`config.mk`:
```
export PLATFORM = sky130hd
export DESIGN_NAME = wdt_top
export DESIGN_NICKNAME = d
export VERILOG_FILES = /design/src/rtl/wdt_pkg.sv /design/src/rtl/wdt_tick_gen.sv /design/src/rtl/wdt_top.sv
export VERILOG_INCLUDE_DIRS = /design/src /design/src/rtl
export SDC_FILE = /design/constraint.sdc
export NUM_CORES = 1
export LEC_CHECK = 0
export ABC_CLOCK_PERIOD_IN_PS = 2100
export BUFFER_PORTS_ARGS = -buffer_cell sky130_fd_sc_hd__buf_4
export CORE_MARGIN = 10
export CORE_UTILIZATION = 50
export DETAILED_ROUTE_END_ITERATION = 10
export PLACE_DENSITY_LB_ADDON = 0.05
export SYNTH_ARGS = -nofsm -noshare
export SYNTH_HDL_FRONTEND = slang
export SYNTH_HIERARCHICAL = 1
export SYNTH_SLANG_ARGS = --single-unit
export TNS_END_PERCENT = 10
```
`constraint.sdc`:
```
create_clock -name clk_i -period 2.1 [get_ports clk_i]
set_input_delay 0.21 -clock clk_i [delete_from_list [all_inputs] [get_ports clk_i]]
set_output_delay 0.21 -clock clk_i [all_outputs]
set_load 0.02 [all_outputs]
```
`src/rtl/wdt_defs.svh`:
```
// Watchdog timer constants: register offsets, field positions, reset values and timing counts
//
// Contract
// - Count low-speed clock, timeout raises non-maskable request
// - Counter keeps running while CPU halts
// - Counter frozen while device sleeps
// - Request drives NMI level 4, unmaskable
// - Exception vector fetched from 000004H
// - Writing one to clear bit restarts count
// - Clear bit always reads back zero
`ifndef WDT_DEFS_SVH
`define WDT_DEFS_SVH

// ==========================================================================
// Register map
`define WDT_ADDR_CTRL 16'hFF40
`define WDT_ADDR_STATUS 16'hFF48
`define WDT_ADDR_MASK 16'hFF49
`define WDT_ADDR_COUNT 16'hFF4A

// ==========================================================================
// Control register fields
`define WDT_CTRL_FSEL_LSB 4
`define WDT_CTRL_FSEL_MSB 6
`define WDT_CTRL_FOUT_ON 3
`define WDT_CTRL_CLEAR 2
`define WDT_CTRL_TMR_CLEAR 1
`define WDT_CTRL_TMR_RUN 0
`define WDT_CTRL_RW_MASK 8'h79
`define WDT_CTRL_RESET 8'h00

// ==========================================================================
// Status and mask fields
`define WDT_STAT_TIMEOUT 0
`define WDT_STAT_MASK 8'h01
`define WDT_STAT_RESET 8'h00
`define WDT_MASK_RESET 8'h00

// ==========================================================================
// Interrupt delivery
`define WDT_NMI_LEVEL 3'h4
`define WDT_NMI_VECTOR 24'h000004

// ==========================================================================
// Timing
`define WDT_CLK_HZ 250000000
`define WDT_LOW_OSC_HZ 32768
`define WDT_LOW_OSC_DIV (`WDT_CLK_HZ / `WDT_LOW_OSC_HZ)
`define WDT_TIMEOUT_MS 3500
`define WDT_CHAIN_W 17
`define WDT_TIMEOUT_TICKS ((`WDT_TIMEOUT_MS * `WDT_LOW_OSC_HZ) / 1000)
`define WDT_COUNT_VIEW_LSB 9

`endif

```
`src/rtl/wdt_pkg.sv`:
```
// Watchdog timer shared types
package wdt_pkg;

  // ==========================================================================
  // Bus types
  typedef logic [15:0] wdt_addr_t;
  typedef logic [7:0] wdt_byte_t;

  // ==========================================================================
  // Watchdog sequencer states, Gray along run -> fire -> run
  typedef enum logic [1:0] {
    WDT_ST_RUN = 2'b00,
    WDT_ST_FIRE = 2'b01,
    WDT_ST_SLEEP = 2'b10
  } wdt_state_e;

endpackage

```
`src/rtl/wdt_tick_gen.sv`:
```
// Low-speed oscillator tick: one-cycle enable pulse divided from the system clock
`timescale 1ns/1ps
module wdt_tick_gen #(
  parameter int DIV = 7629,
  parameter int DIV_W = 13
) (
  // Clock and reset
  input wire logic clk_i,
  input wire logic rst_n_i,
  // Control
  input wire logic run_i,
  input wire logic clr_i,
  // Tick
  output logic tick_o
);

  logic [DIV_W-1:0] cnt_r;
  logic [DIV_W-1:0] cnt_nxt;
  logic tick_r;
  logic tick_nxt;

  // ==========================================================================
  // Divider: phase restarts with the chain so a clear gives a full first tick
  always_comb begin
    cnt_nxt = cnt_r;
    tick_nxt = 1'b0;
    if (clr_i) begin
      cnt_nxt = '0;
    end else if (run_i) begin
      if (cnt_r == DIV_W'(DIV - 1)) begin
        cnt_nxt = '0;
        tick_nxt = 1'b1;
      end else begin
        cnt_nxt = cnt_r + DIV_W'(1);
      end
    end
  end

  // Registers only
  always_ff @(posedge clk_i or negedge rst_n_i) begin
    if (!rst_n_i) begin
      cnt_r <= '0;
      tick_r <= 1'b0;
    end else begin
      cnt_r <= cnt_nxt;
      tick_r <= tick_nxt;
    end
  end

  assign tick_o = tick_r;

endmodule // wdt_tick_gen

```
`src/rtl/wdt_top.sv`:
```
// Watchdog timer with NMI request, register port and interrupt status
`timescale 1ns/1ps
`include "wdt_defs.svh"
module wdt_top #(
  parameter int LOW_OSC_DIV = `WDT_LOW_OSC_DIV,
  parameter int TIMEOUT_TICKS = `WDT_TIMEOUT_TICKS,
  parameter int CHAIN_W = `WDT_CHAIN_W
) (
  // Clock and reset
  input wire logic clk_i,
  input wire logic resetn_i,
  // Register port
  input wire wdt_pkg::wdt_addr_t addr_i,
  input wire wdt_pkg::wdt_byte_t wdata_i,
  input wire logic wr_i,
  input wire logic rd_i,
  output wdt_pkg::wdt_byte_t rdata_o,
  // CPU power states
  input wire logic halt_i,
  input wire logic sleep_i,
  // CPU non-maskable interrupt
  output logic nmi_o,
  output logic [2:0] nmi_level_o,
  output logic [23:0] nmi_vector_o,
  // Maskable event interrupt
  output logic irq_o
);
  import wdt_pkg::*;

  localparam int DIV_W = $clog2(LOW_OSC_DIV + 1);
  localparam logic [CHAIN_W-1:0] LAST_COUNT = CHAIN_W'(TIMEOUT_TICKS - 1);

  // ==========================================================================
  // Behaviour in brief
  // One low-speed tick every LOW_OSC_DIV system cycles advances the chain by one.
  // The chain fires at its terminal count, then restarts, so a lost program
  // sees a request once per timeout period until it clears the chain again.
  // Limitation: a tick that lands in the cycle in which sleep rises is dropped,
  // so each sleep entry may give back up to one low-speed period of slack.
  // A clear restarts both the divider phase and the chain, so the next timeout
  // is a full period away whatever the phase was at the time of the clear.

  // ==========================================================================
  // Functions
  // Address compare used by both the write and the read path
  function automatic logic hit(input wdt_addr_t a, input wdt_addr_t reg_addr);
    hit = (a == reg_addr);
  endfunction

  // Terminal count of the chain at the timeout tap
  function automatic logic at_tap(input logic [CHAIN_W-1:0] c);
    at_tap = (c == LAST_COUNT);
  endfunction

  // ==========================================================================
  // Reset synchroniser: asynchronous assert, two-flop release
  // Release waits two edges so no flop leaves reset on a metastable edge
  logic rst_meta_r;
  logic rst_sync_r;

  always_ff @(posedge clk_i or negedge resetn_i) begin
    if (!resetn_i) begin
      rst_meta_r <= 1'b0;
      rst_sync_r <= 1'b0;
    end else begin
      rst_meta_r <= 1'b1;
      rst_sync_r <= rst_meta_r;
    end
  end

  // ==========================================================================
  // Register port decode
  logic wr_ctrl;
  logic wr_status;
  logic wr_mask;
  logic clear_req;

  // Writes never stall; unmapped writes are dropped
  // Both strobes at once is not a legal bus cycle; write decode ignores rd_i
  always_comb begin
    wr_ctrl = wr_i && hit(addr_i, `WDT_ADDR_CTRL);
    wr_status = wr_i && hit(addr_i, `WDT_ADDR_STATUS);
    wr_mask = wr_i && hit(addr_i, `WDT_ADDR_MASK);
    clear_req = wr_ctrl && wdata_i[`WDT_CTRL_CLEAR];
  end

  // ==========================================================================
  // Low-speed tick source
  logic run_en;
  logic tick;

  // Halt does not enter here, so the watchdog keeps counting through it
  // Sleep gates the divider too, so its phase is held rather than lost
  assign run_en = !sleep_i;

  wdt_tick_gen #(
    .DIV(LOW_OSC_DIV),
    .DIV_W(DIV_W)
  ) u_tick (
    .clk_i(clk_i),
    .rst_n_i(rst_sync_r),
    .run_i(run_en),
    .clr_i(clear_req),
    .tick_o(tick)
  );

  // ==========================================================================
  // Divider chain and sequencer
  logic [CHAIN_W-1:0] chain_r;
  logic [CHAIN_W-1:0] chain_nxt;
  wdt_state_e state_r;
  wdt_state_e state_nxt;
  logic nmi_r;
  logic nmi_nxt;
  logic timeout_evt;

  // A clear in the same cycle as the terminal tick wins: no NMI is raised
  // Clear has priority over sleep so software can restart the chain on the way in
  always_comb begin
    chain_nxt = chain_r;
    state_nxt = state_r;
    nmi_nxt = 1'b0;
    timeout_evt = 1'b0;
    unique case (state_r)
      WDT_ST_RUN: begin
        if (clear_req) begin
          chain_nxt = '0;
        end else if (sleep_i) begin
          state_nxt = WDT_ST_SLEEP;
        end else if (tick) begin
          if (at_tap(chain_r)) begin
            chain_nxt = '0;
            state_nxt = WDT_ST_FIRE;
            nmi_nxt = 1'b1;
            timeout_evt = 1'b1;
          end else begin
            chain_nxt = chain_r + CHAIN_W'(1);
          end
        end
      end
      WDT_ST_FIRE: begin
        // Chain restarts, so an ignored watchdog repeats its request
        if (clear_req) begin
          chain_nxt = '0;
        end
        state_nxt = sleep_i ? WDT_ST_SLEEP : WDT_ST_RUN;
      end
      WDT_ST_SLEEP: begin
        // Count is held, only a clear may still change it
        if (clear_req) begin
          chain_nxt = '0;
        end
        if (!sleep_i) begin
          state_nxt = WDT_ST_RUN;
        end
      end
      default: begin
        chain_nxt = '0;
        state_nxt = WDT_ST_RUN;
      end
    endcase
  end

  // Registers only
  always_ff @(posedge clk_i or negedge rst_sync_r) begin
    if (!rst_sync_r) begin
      chain_r <= '0;
      state_r <= WDT_ST_RUN;
      nmi_r <= 1'b0;
    end else begin
      chain_r <= chain_nxt;
      state_r <= state_nxt;
      nmi_r <= nmi_nxt;
    end
  end

  // ==========================================================================
  // Control register: stored fields read back, strobes read zero
  wdt_byte_t ctrl_r;
  wdt_byte_t ctrl_nxt;

  // Stored fields have no function here; the strobe bits are masked out
  always_comb begin
    ctrl_nxt = ctrl_r;
    if (wr_ctrl) begin
      ctrl_nxt = wdata_i & `WDT_CTRL_RW_MASK;
    end
  end

  // Registers only
  always_ff @(posedge clk_i or negedge rst_sync_r) begin
    if (!rst_sync_r) begin
      ctrl_r <= `WDT_CTRL_RESET;
    end else begin
      ctrl_r <= ctrl_nxt;
    end
  end

  // ==========================================================================
  // Event status and mask
  wdt_byte_t status_r;
  wdt_byte_t status_nxt;
  wdt_byte_t mask_r;
  wdt_byte_t mask_nxt;
  logic irq_r;
  logic irq_nxt;

  // Write one to clear; a timeout in the clearing cycle stays set
  always_comb begin
    status_nxt = status_r;
    mask_nxt = mask_r;
    if (wr_status) begin
      status_nxt = status_r & ~(wdata_i & `WDT_STAT_MASK);
    end
    if (timeout_evt) begin
      status_nxt[`WDT_STAT_TIMEOUT] = 1'b1;
    end
    if (wr_mask) begin
      mask_nxt = wdata_i & `WDT_STAT_MASK;
    end
    irq_nxt = |(status_nxt & mask_nxt);
  end

  // Registers only
  always_ff @(posedge clk_i or negedge rst_sync_r) begin
    if (!rst_sync_r) begin
      status_r <= `WDT_STAT_RESET;
      mask_r <= `WDT_MASK_RESET;
      irq_r <= 1'b0;
    end else begin
      status_r <= status_nxt;
      mask_r <= mask_nxt;
      irq_r <= irq_nxt;
    end
  end

  // ==========================================================================
  // Read path: data valid only in the cycle after the read strobe
  wdt_byte_t rdata_r;
  wdt_byte_t rdata_nxt;

  // Unmapped addresses and idle cycles return zero
  always_comb begin
    rdata_nxt = 8'h00;
    if (rd_i) begin
      if (hit(addr_i, `WDT_ADDR_CTRL)) begin
        rdata_nxt = ctrl_r;
      end else if (hit(addr_i, `WDT_ADDR_STATUS)) begin
        rdata_nxt = status_r;
      end else if (hit(addr_i, `WDT_ADDR_MASK)) begin
        rdata_nxt = mask_r;
      end else if (hit(addr_i, `WDT_ADDR_COUNT)) begin
        rdata_nxt = chain_r[`WDT_COUNT_VIEW_LSB +: 8];
      end
    end
  end

  // Registers only
  always_ff @(posedge clk_i or negedge rst_sync_r) begin
    if (!rst_sync_r) begin
      rdata_r <= 8'h00;
    end else begin
      rdata_r <= rdata_nxt;
    end
  end

  // ==========================================================================
  // NMI delivery: level and vector are fixed, no mask ever touches nmi_o
  logic [2:0] level_r;
  logic [2:0] level_nxt;
  logic [23:0] vector_r;
  logic [23:0] vector_nxt;

  // Held in flops so every top output comes from a register, at no timing cost
  always_comb begin
    level_nxt = `WDT_NMI_LEVEL;
    vector_nxt = `WDT_NMI_VECTOR;
  end

  // Registers only
  always_ff @(posedge clk_i or negedge rst_sync_r) begin
    if (!rst_sync_r) begin
      level_r <= `WDT_NMI_LEVEL;
      vector_r <= `WDT_NMI_VECTOR;
    end else begin
      level_r <= level_nxt;
      vector_r <= vector_nxt;
    end
  end

  // Outputs, all from flip-flops
  assign rdata_o = rdata_r;
  assign nmi_o = nmi_r;
  assign nmi_level_o = level_r;
  assign nmi_vector_o = vector_r;
  assign irq_o = irq_r;

  // halt_i is listed for completeness; counting ignores it by design
  logic unused_halt;
  assign unused_halt = halt_i;

endmodule // wdt_top

```
# Word-level counts from Yosys, hierarchy flattened
# Index checks and enable logic that the tools add are counted.
[word_totals]
regBits = 66
input_bits = 30
out_inout_bits = 37
elab_cells = 74
[op_classes]
add_sub_neg = 2
eq_ne = 16
muxes = 32
bitwise = 3
reduce_logical = 9
[ops]
columns = ["operator", "n"]
rows = [
  ["17-bit 2-to-1 mux", 5],
  ["16-bit == test, second input constant", 4],
  ["8-bit 2-to-1 mux", 7],
  ["13-bit 2-to-1 mux", 3],
  ["17-bit one-hot mux with 2 select lines", 1],
  ["17-bit by 1-bit adder with 17-bit output, second input constant", 1],
  ["17-bit == test, second input constant", 1],
  ["8-bit bitwise AND", 2],
  ["13-bit by 1-bit adder with 13-bit output, second input constant", 1],
  ["13-bit == test, second input constant", 1],
  ["2-bit 2-to-1 mux", 6],
  ["1-bit 2-to-1 mux", 9],
  ["1-bit inverter with 8-bit output", 1],
  ["8-bit OR reduction", 1],
  ["3-bit by 2-bit != test with 1-bit output, second input constant", 2],
  ["3-bit != test, second input constant", 2],
  ["2-bit one-hot mux with 3 select lines", 1],
  ["1-bit logical AND", 4],
  ["2-bit by 1-bit != test with 1-bit output, second input constant", 2],
  ["2-bit != test, second input constant", 2],
  ["4-bit AND reduction", 1],
  ["3-bit AND reduction", 1],
  ["2-bit by 1-bit == test with 1-bit output, second input constant", 1],
  ["2-bit == test, second input constant", 1],
  ["2 further kinds", 2],
]

# Depth between registers and ports, before layout
[logic_depth]
ltp_word = 9
mapped_depth = 9
depth_no_buf = 7

# Cells and area by module
# The synthesis kept the hierarchy.
[by_module_without_submodules]
columns = ["module", "n_inst", "cells_per_inst", "area_per_inst_um2"]
rows = [
  ["wdt_top", 1, 237, 2249.7],
  ["wdt_tick_gen", 1, 78, 763.2],
]

# Least setup slack after synthesis
# Ideal clock, no wire load.
[synth_timing]
kind = "input to register"
from = "in addr_i[5]"
to = "reg u_tick.cnt_r[12]"
setup_ns = 0.125
t_arrival_ns = 2.406
required_ns = 1.975
setup_slack_ns = -0.430
cell_stages = 9
cell_sequence = "or4b_4 nor4_4 and2_2 clkbuf_1 buf_2 o21ai_0 nor4_1 xnor2_1 nor2_1"
[synth_via]
elab_chain_cells = 4
word_cells_on_any_way = 5
[synth_lines]
columns = ["item", "line_no", "text"]
rows = [
  ["from (decl)", "wdt_top.sv:13", "input wire wdt_pkg::wdt_addr_t addr_i,"],
  ["16-bit == test (*)", "wdt_top.sv:47", "hit = (a == reg_addr);"],
  ["1-bit logical AND (*)", "wdt_top.sv:81", "wr_ctrl = wr_i && hit(addr_i, `WDT_ADDR_CTRL);"],
  ["1-bit logical AND (*)", "wdt_top.sv:84", "clear_req = wr_ctrl && wdata_i[`WDT_CTRL_CLEAR];"],
  ["via clear_req", "wdt_top.sv:76", "logic clear_req;"],
  ["2-bit by 1-bit != test with 1-bit output (no source line) / 13-bit 2-to-1 mux (equally long branches)", "--", ""],
  ["to (signal assigned)", "wdt_tick_gen.sv:45", "cnt_r <= cnt_nxt;"],
  ["to (decl)", "wdt_tick_gen.sv:17", "logic [DIV_W-1:0] cnt_r;"],
]
# Mark *: on every way through the listed nets, which the timed path passes. The rest lies on a longest branch.
# A chain may end at the register's enable or synchronous reset.

# Final worst setup path
[layout_timing]
from = "reg state_r[1]"
to = "reg chain_r[15]"
[layout_via]
elab_chain_cells = 4
word_cells_on_any_way = 9
[layout_lines]
columns = ["item", "line_no", "text"]
rows = [
  ["from (decl)", "wdt_top.sv:111", "wdt_state_e state_r;"],
  ["from (signal assigned)", "wdt_top.sv:172", "state_r <= state_nxt;"],
  ["2-bit == test / 2-bit by 1-bit == test with 1-bit output (equally long branches)", "wdt_top.sv:124", "unique case (state_r)"],
  ["2-bit OR reduction (no source line)", "--", ""],
  ["2-bit by 1-bit != test with 1-bit output (no source line)", "--", ""],
  ["3-bit AND reduction (no source line)", "--", ""],
  ["to (signal assigned)", "wdt_top.sv:171", "chain_r <= chain_nxt;"],
  ["to (decl)", "wdt_top.sv:109", "logic [CHAIN_W-1:0] chain_r;"],
]
# Parallel ways exist; a longest one is shown, timed or not.

==> impl_results.md <==
* Outcome: complete, no violations
* Syn Area/Cell at between 9 and 10 sq um
* WS Path Type: register to register
* Placed Instances at 445
* Cts repair resizes at 0
* Non-filler cells, final at roughly 450
* Vias per inst at around 5.5
* Part of the cycle the worst path needs at a little over nine tenths
* Yosys top cell area share at about 43%
* Clock Latency Late Sink at 310 ps
* Die Area at 9530 sq um
* Vias in the first global route at around 2500
* Ports at 67
* CP startpoint: state_r[1]
* EDFF count, synth at 0
* Cell variety after synth at between 50 and 60
* FILL cells at 529
* RePlAce Congestion at between 0.8 and 0.9
* Cell Rows at 28
* Routed Antenna Nets at 0
* Number of DRC markers in iteration 0 at ~170
* Setup crit end kind: register
* Pins over their slew limit at 0
* Grt ovf at 0
* Total Wirelength at 6910 microns
* RSZ-0062 raised after global routing: no
* Share of cells above drive strength 1 at 24.5%
* Final Core Density at 60.7%
* Die X at 97.6 microns
* Overall Global Routing Usage at between 10 and 15%
* Hold Path Class: primary input to register
* Synthesized area at about 3000 sq um
* DRT Pass-1 Iters at 4
* Critical Path Fanout Max at 6
* CTS tree: yes
* Clk root buf: clkbuf_8
* First-pass GRT wire length at approximately 12000 microns
* Total number of vias at 2483
* Core Region at ~6000 sq um
* Ant diodes at 0
* RR Startpoint: state_r[1]
* Final setup fails at 0
* Pin count of the biggest net entering global routing at slightly above 50
* Fraction of registers with async set/reset at 100%
* DR WL/cell at around 15 microns
* Starting Density at between 50% and 60%
* Clock sinks at 52
* Post-layout min period at about 2000 ps
* Rel. slew slack at between 50% and 60%
* Worst Tran Pin Value at 632 ps
* Clock Path Buffers at 2
* PwrDens at 724 nW/um^2
* Synth Warn # at 6
* Cts bufs inserted at 5
* Initial antenna violation count at 0
* Max IR drop VDD at 0.000618 V
* DP HPWL at ~5300 microns
* Crit path launch type: register
* # DRC at 0
* Final hold violations at 0
* Area contributors post-synth: dfrtp_1 43%, buf_4 6.7%, nand2_1 3.6%
* Final Net Count at around 410
* Post-synth top cells: 52 x dfrtp_1, 29 x nand2_1, 27 x buf_4
* CTS H-Tree Depth at 2
* Primary FF master, synth: dfrtp_1
* Max Fclk at ~500 MHz
* Worst Hold Launch: wdata_i[3]
* Clock Skew at 5.15 ps
* Register area share after synthesis at a little over two fifths
* Largest area contributor in the netlist: dfrtp_1
* Reg clk slew, reported paths at 100 ps
* Max Cap Viol at 0
* Worst path required time at between 2000 and 2500 ps
* Leakage at approximately 1.6 nW
* Critical Path AT at 2200 ps
* IO Port Bufs at 36
* Die H at slightly below 100 microns
* Synth Register Bits at between 50 and 60
* Most frequent cell after synthesis: dfrtp_1
* Area Overhead vs Synth at 18.5%
* Cells after Synth at between 300 and 400
## repair_timing
action                    in CTS  in global routing
hold endpoints to repair       2                  0
buffers inserted               0                  0
hold buffers                   1                  0
## cell families after synthesis
| logic type | Yosys count | share of synthesized area, % |
|---|---|---|
| DFF | 52 | 43.2 |
| and+or+nand+nor | 134 | 25.8 |
| other | 2 | 0.249 |
| muxes | 7 | 2.62 |
| xor gates and xnor gates | 8 | 2.33 |
| adders and majority gates | 6 | 2.49 |
| AOI/OAI and AO/OA | 61 | 14.2 |
| buffers and inverters | 45 | 9.05 |
## final timing paths
| check | depth (start not counted) | end | slack [ps] |
|---|---|---|---|
| hold reg to reg | 1 | state_r[0] | 360 |
| setup reg to reg | 5 | chain_r[15] | 110 |
| setup / recovery | 5 | chain_r[15] | 110 |
| min in group asynchronous | 2 | rst_sync_r | 210 |
| max in group asynchronous | 1 | u_tick/cnt_r[12] | 1300 |
| hold / removal | 2 | ctrl_r[3] | 130 |
## registers in the layout, indices dropped and copies added, names as in the netlist
name           flops
rst_sync_r         1
irq_o              1
status_r           1
nmi_o              1
rst_meta_r         1
mask_r             1
u_tick/cnt_r      13
u_tick/tick_o      1
chain_r           17
rdata_o            8
ctrl_r             5
state_r            2
## placed cells by master (no fill, tap or decap), types with 2 or more instances in the layout
master and n:
nor4_4 3, xnor2_1 6, a21oi_1 18, or3_1 3, buf_4 62, a21oi_2 2, mux2_2 7, a31oi_1 3
xor2_1 2, nand3b_1 3, or2_2 2, dfrtp_1 51, or4_1 5, or4b_1 2, nand2b_1 4, ha_1 6
a311oi_1 3, and3_1 4, nor2_1 24, nand4b_1 4, nand3_1 11, conb_1 28, clkbuf_8 5, nor2b_1 6
o31a_1 2, inv_1 12, a22oi_1 4, nor4_1 4, nand2_1 29, o31ai_1 3, o21ai_0 7, nand4_1 12
a21o_1 4, a41oi_1 2, nor3_1 10
## worst max-delay path, cell delays in order, from the launching register on
cell and delay, ps:
dfrtp_1 400, inv_1 80, ha_1 330, or3_1 490
o31a_1 330, a311oi_1 260
## layout make-up
cell class / instances / area, sq um / share of cell area, %
repair buffers: 63 / 475 / 13.3
multi-input cells: 244 / 1540 / 43.2
flip-flops and latches: 52 / 1300 / 36.5
well taps: 75 / 93.8 / 2.63
inverters: 12 / 45.0 / 1.26
clock inverters: 3 / 42.5 / 1.19
clock buffers: 5 / 68.8 / 1.93
## layer usage
layer  vias to the layer above  global-route usage (%)  routed length [microns]
met5                         -                       0                        0
met3                         7                    3.34                      367
met1                      1189                    17.6                     3130
met4                         0                    4.25                       80
li1                       1215                       -                        -
met2                        72                    24.3                     3330
## metrics by stage
| step | setup slack (ps) | hold WS, ps | setup TNS [ps] | cell area [sq um] | total power [W] |
|---|---|---|---|---|---|
| after floorplan | -99.3 | -85.6 | -471 | 3140 | 0.00168 |
| after global placement | -79.2 | -7.61 | -669 | 3450 | 0.00189 |
| after detailed placement | -99.1 | -6.66 | -919 | 3450 | 0.00190 |
| after CTS | 103 | 124 | 0 | 3570 | 0.00260 |
| after global routing | 18.4 | 125 | 0 | 3570 | 0.00274 |
| final | 110 | 125 | 0 | 3570 | 0.00259 |
## power breakdown
group	internal, W	switching (W)
sequential	0.00109	0.000112
clock	0.000353	0.000340
combinational	0.000278	0.000415
total	0.00172	0.000867
No activity file was read; power rests on OpenSTA's default activity.
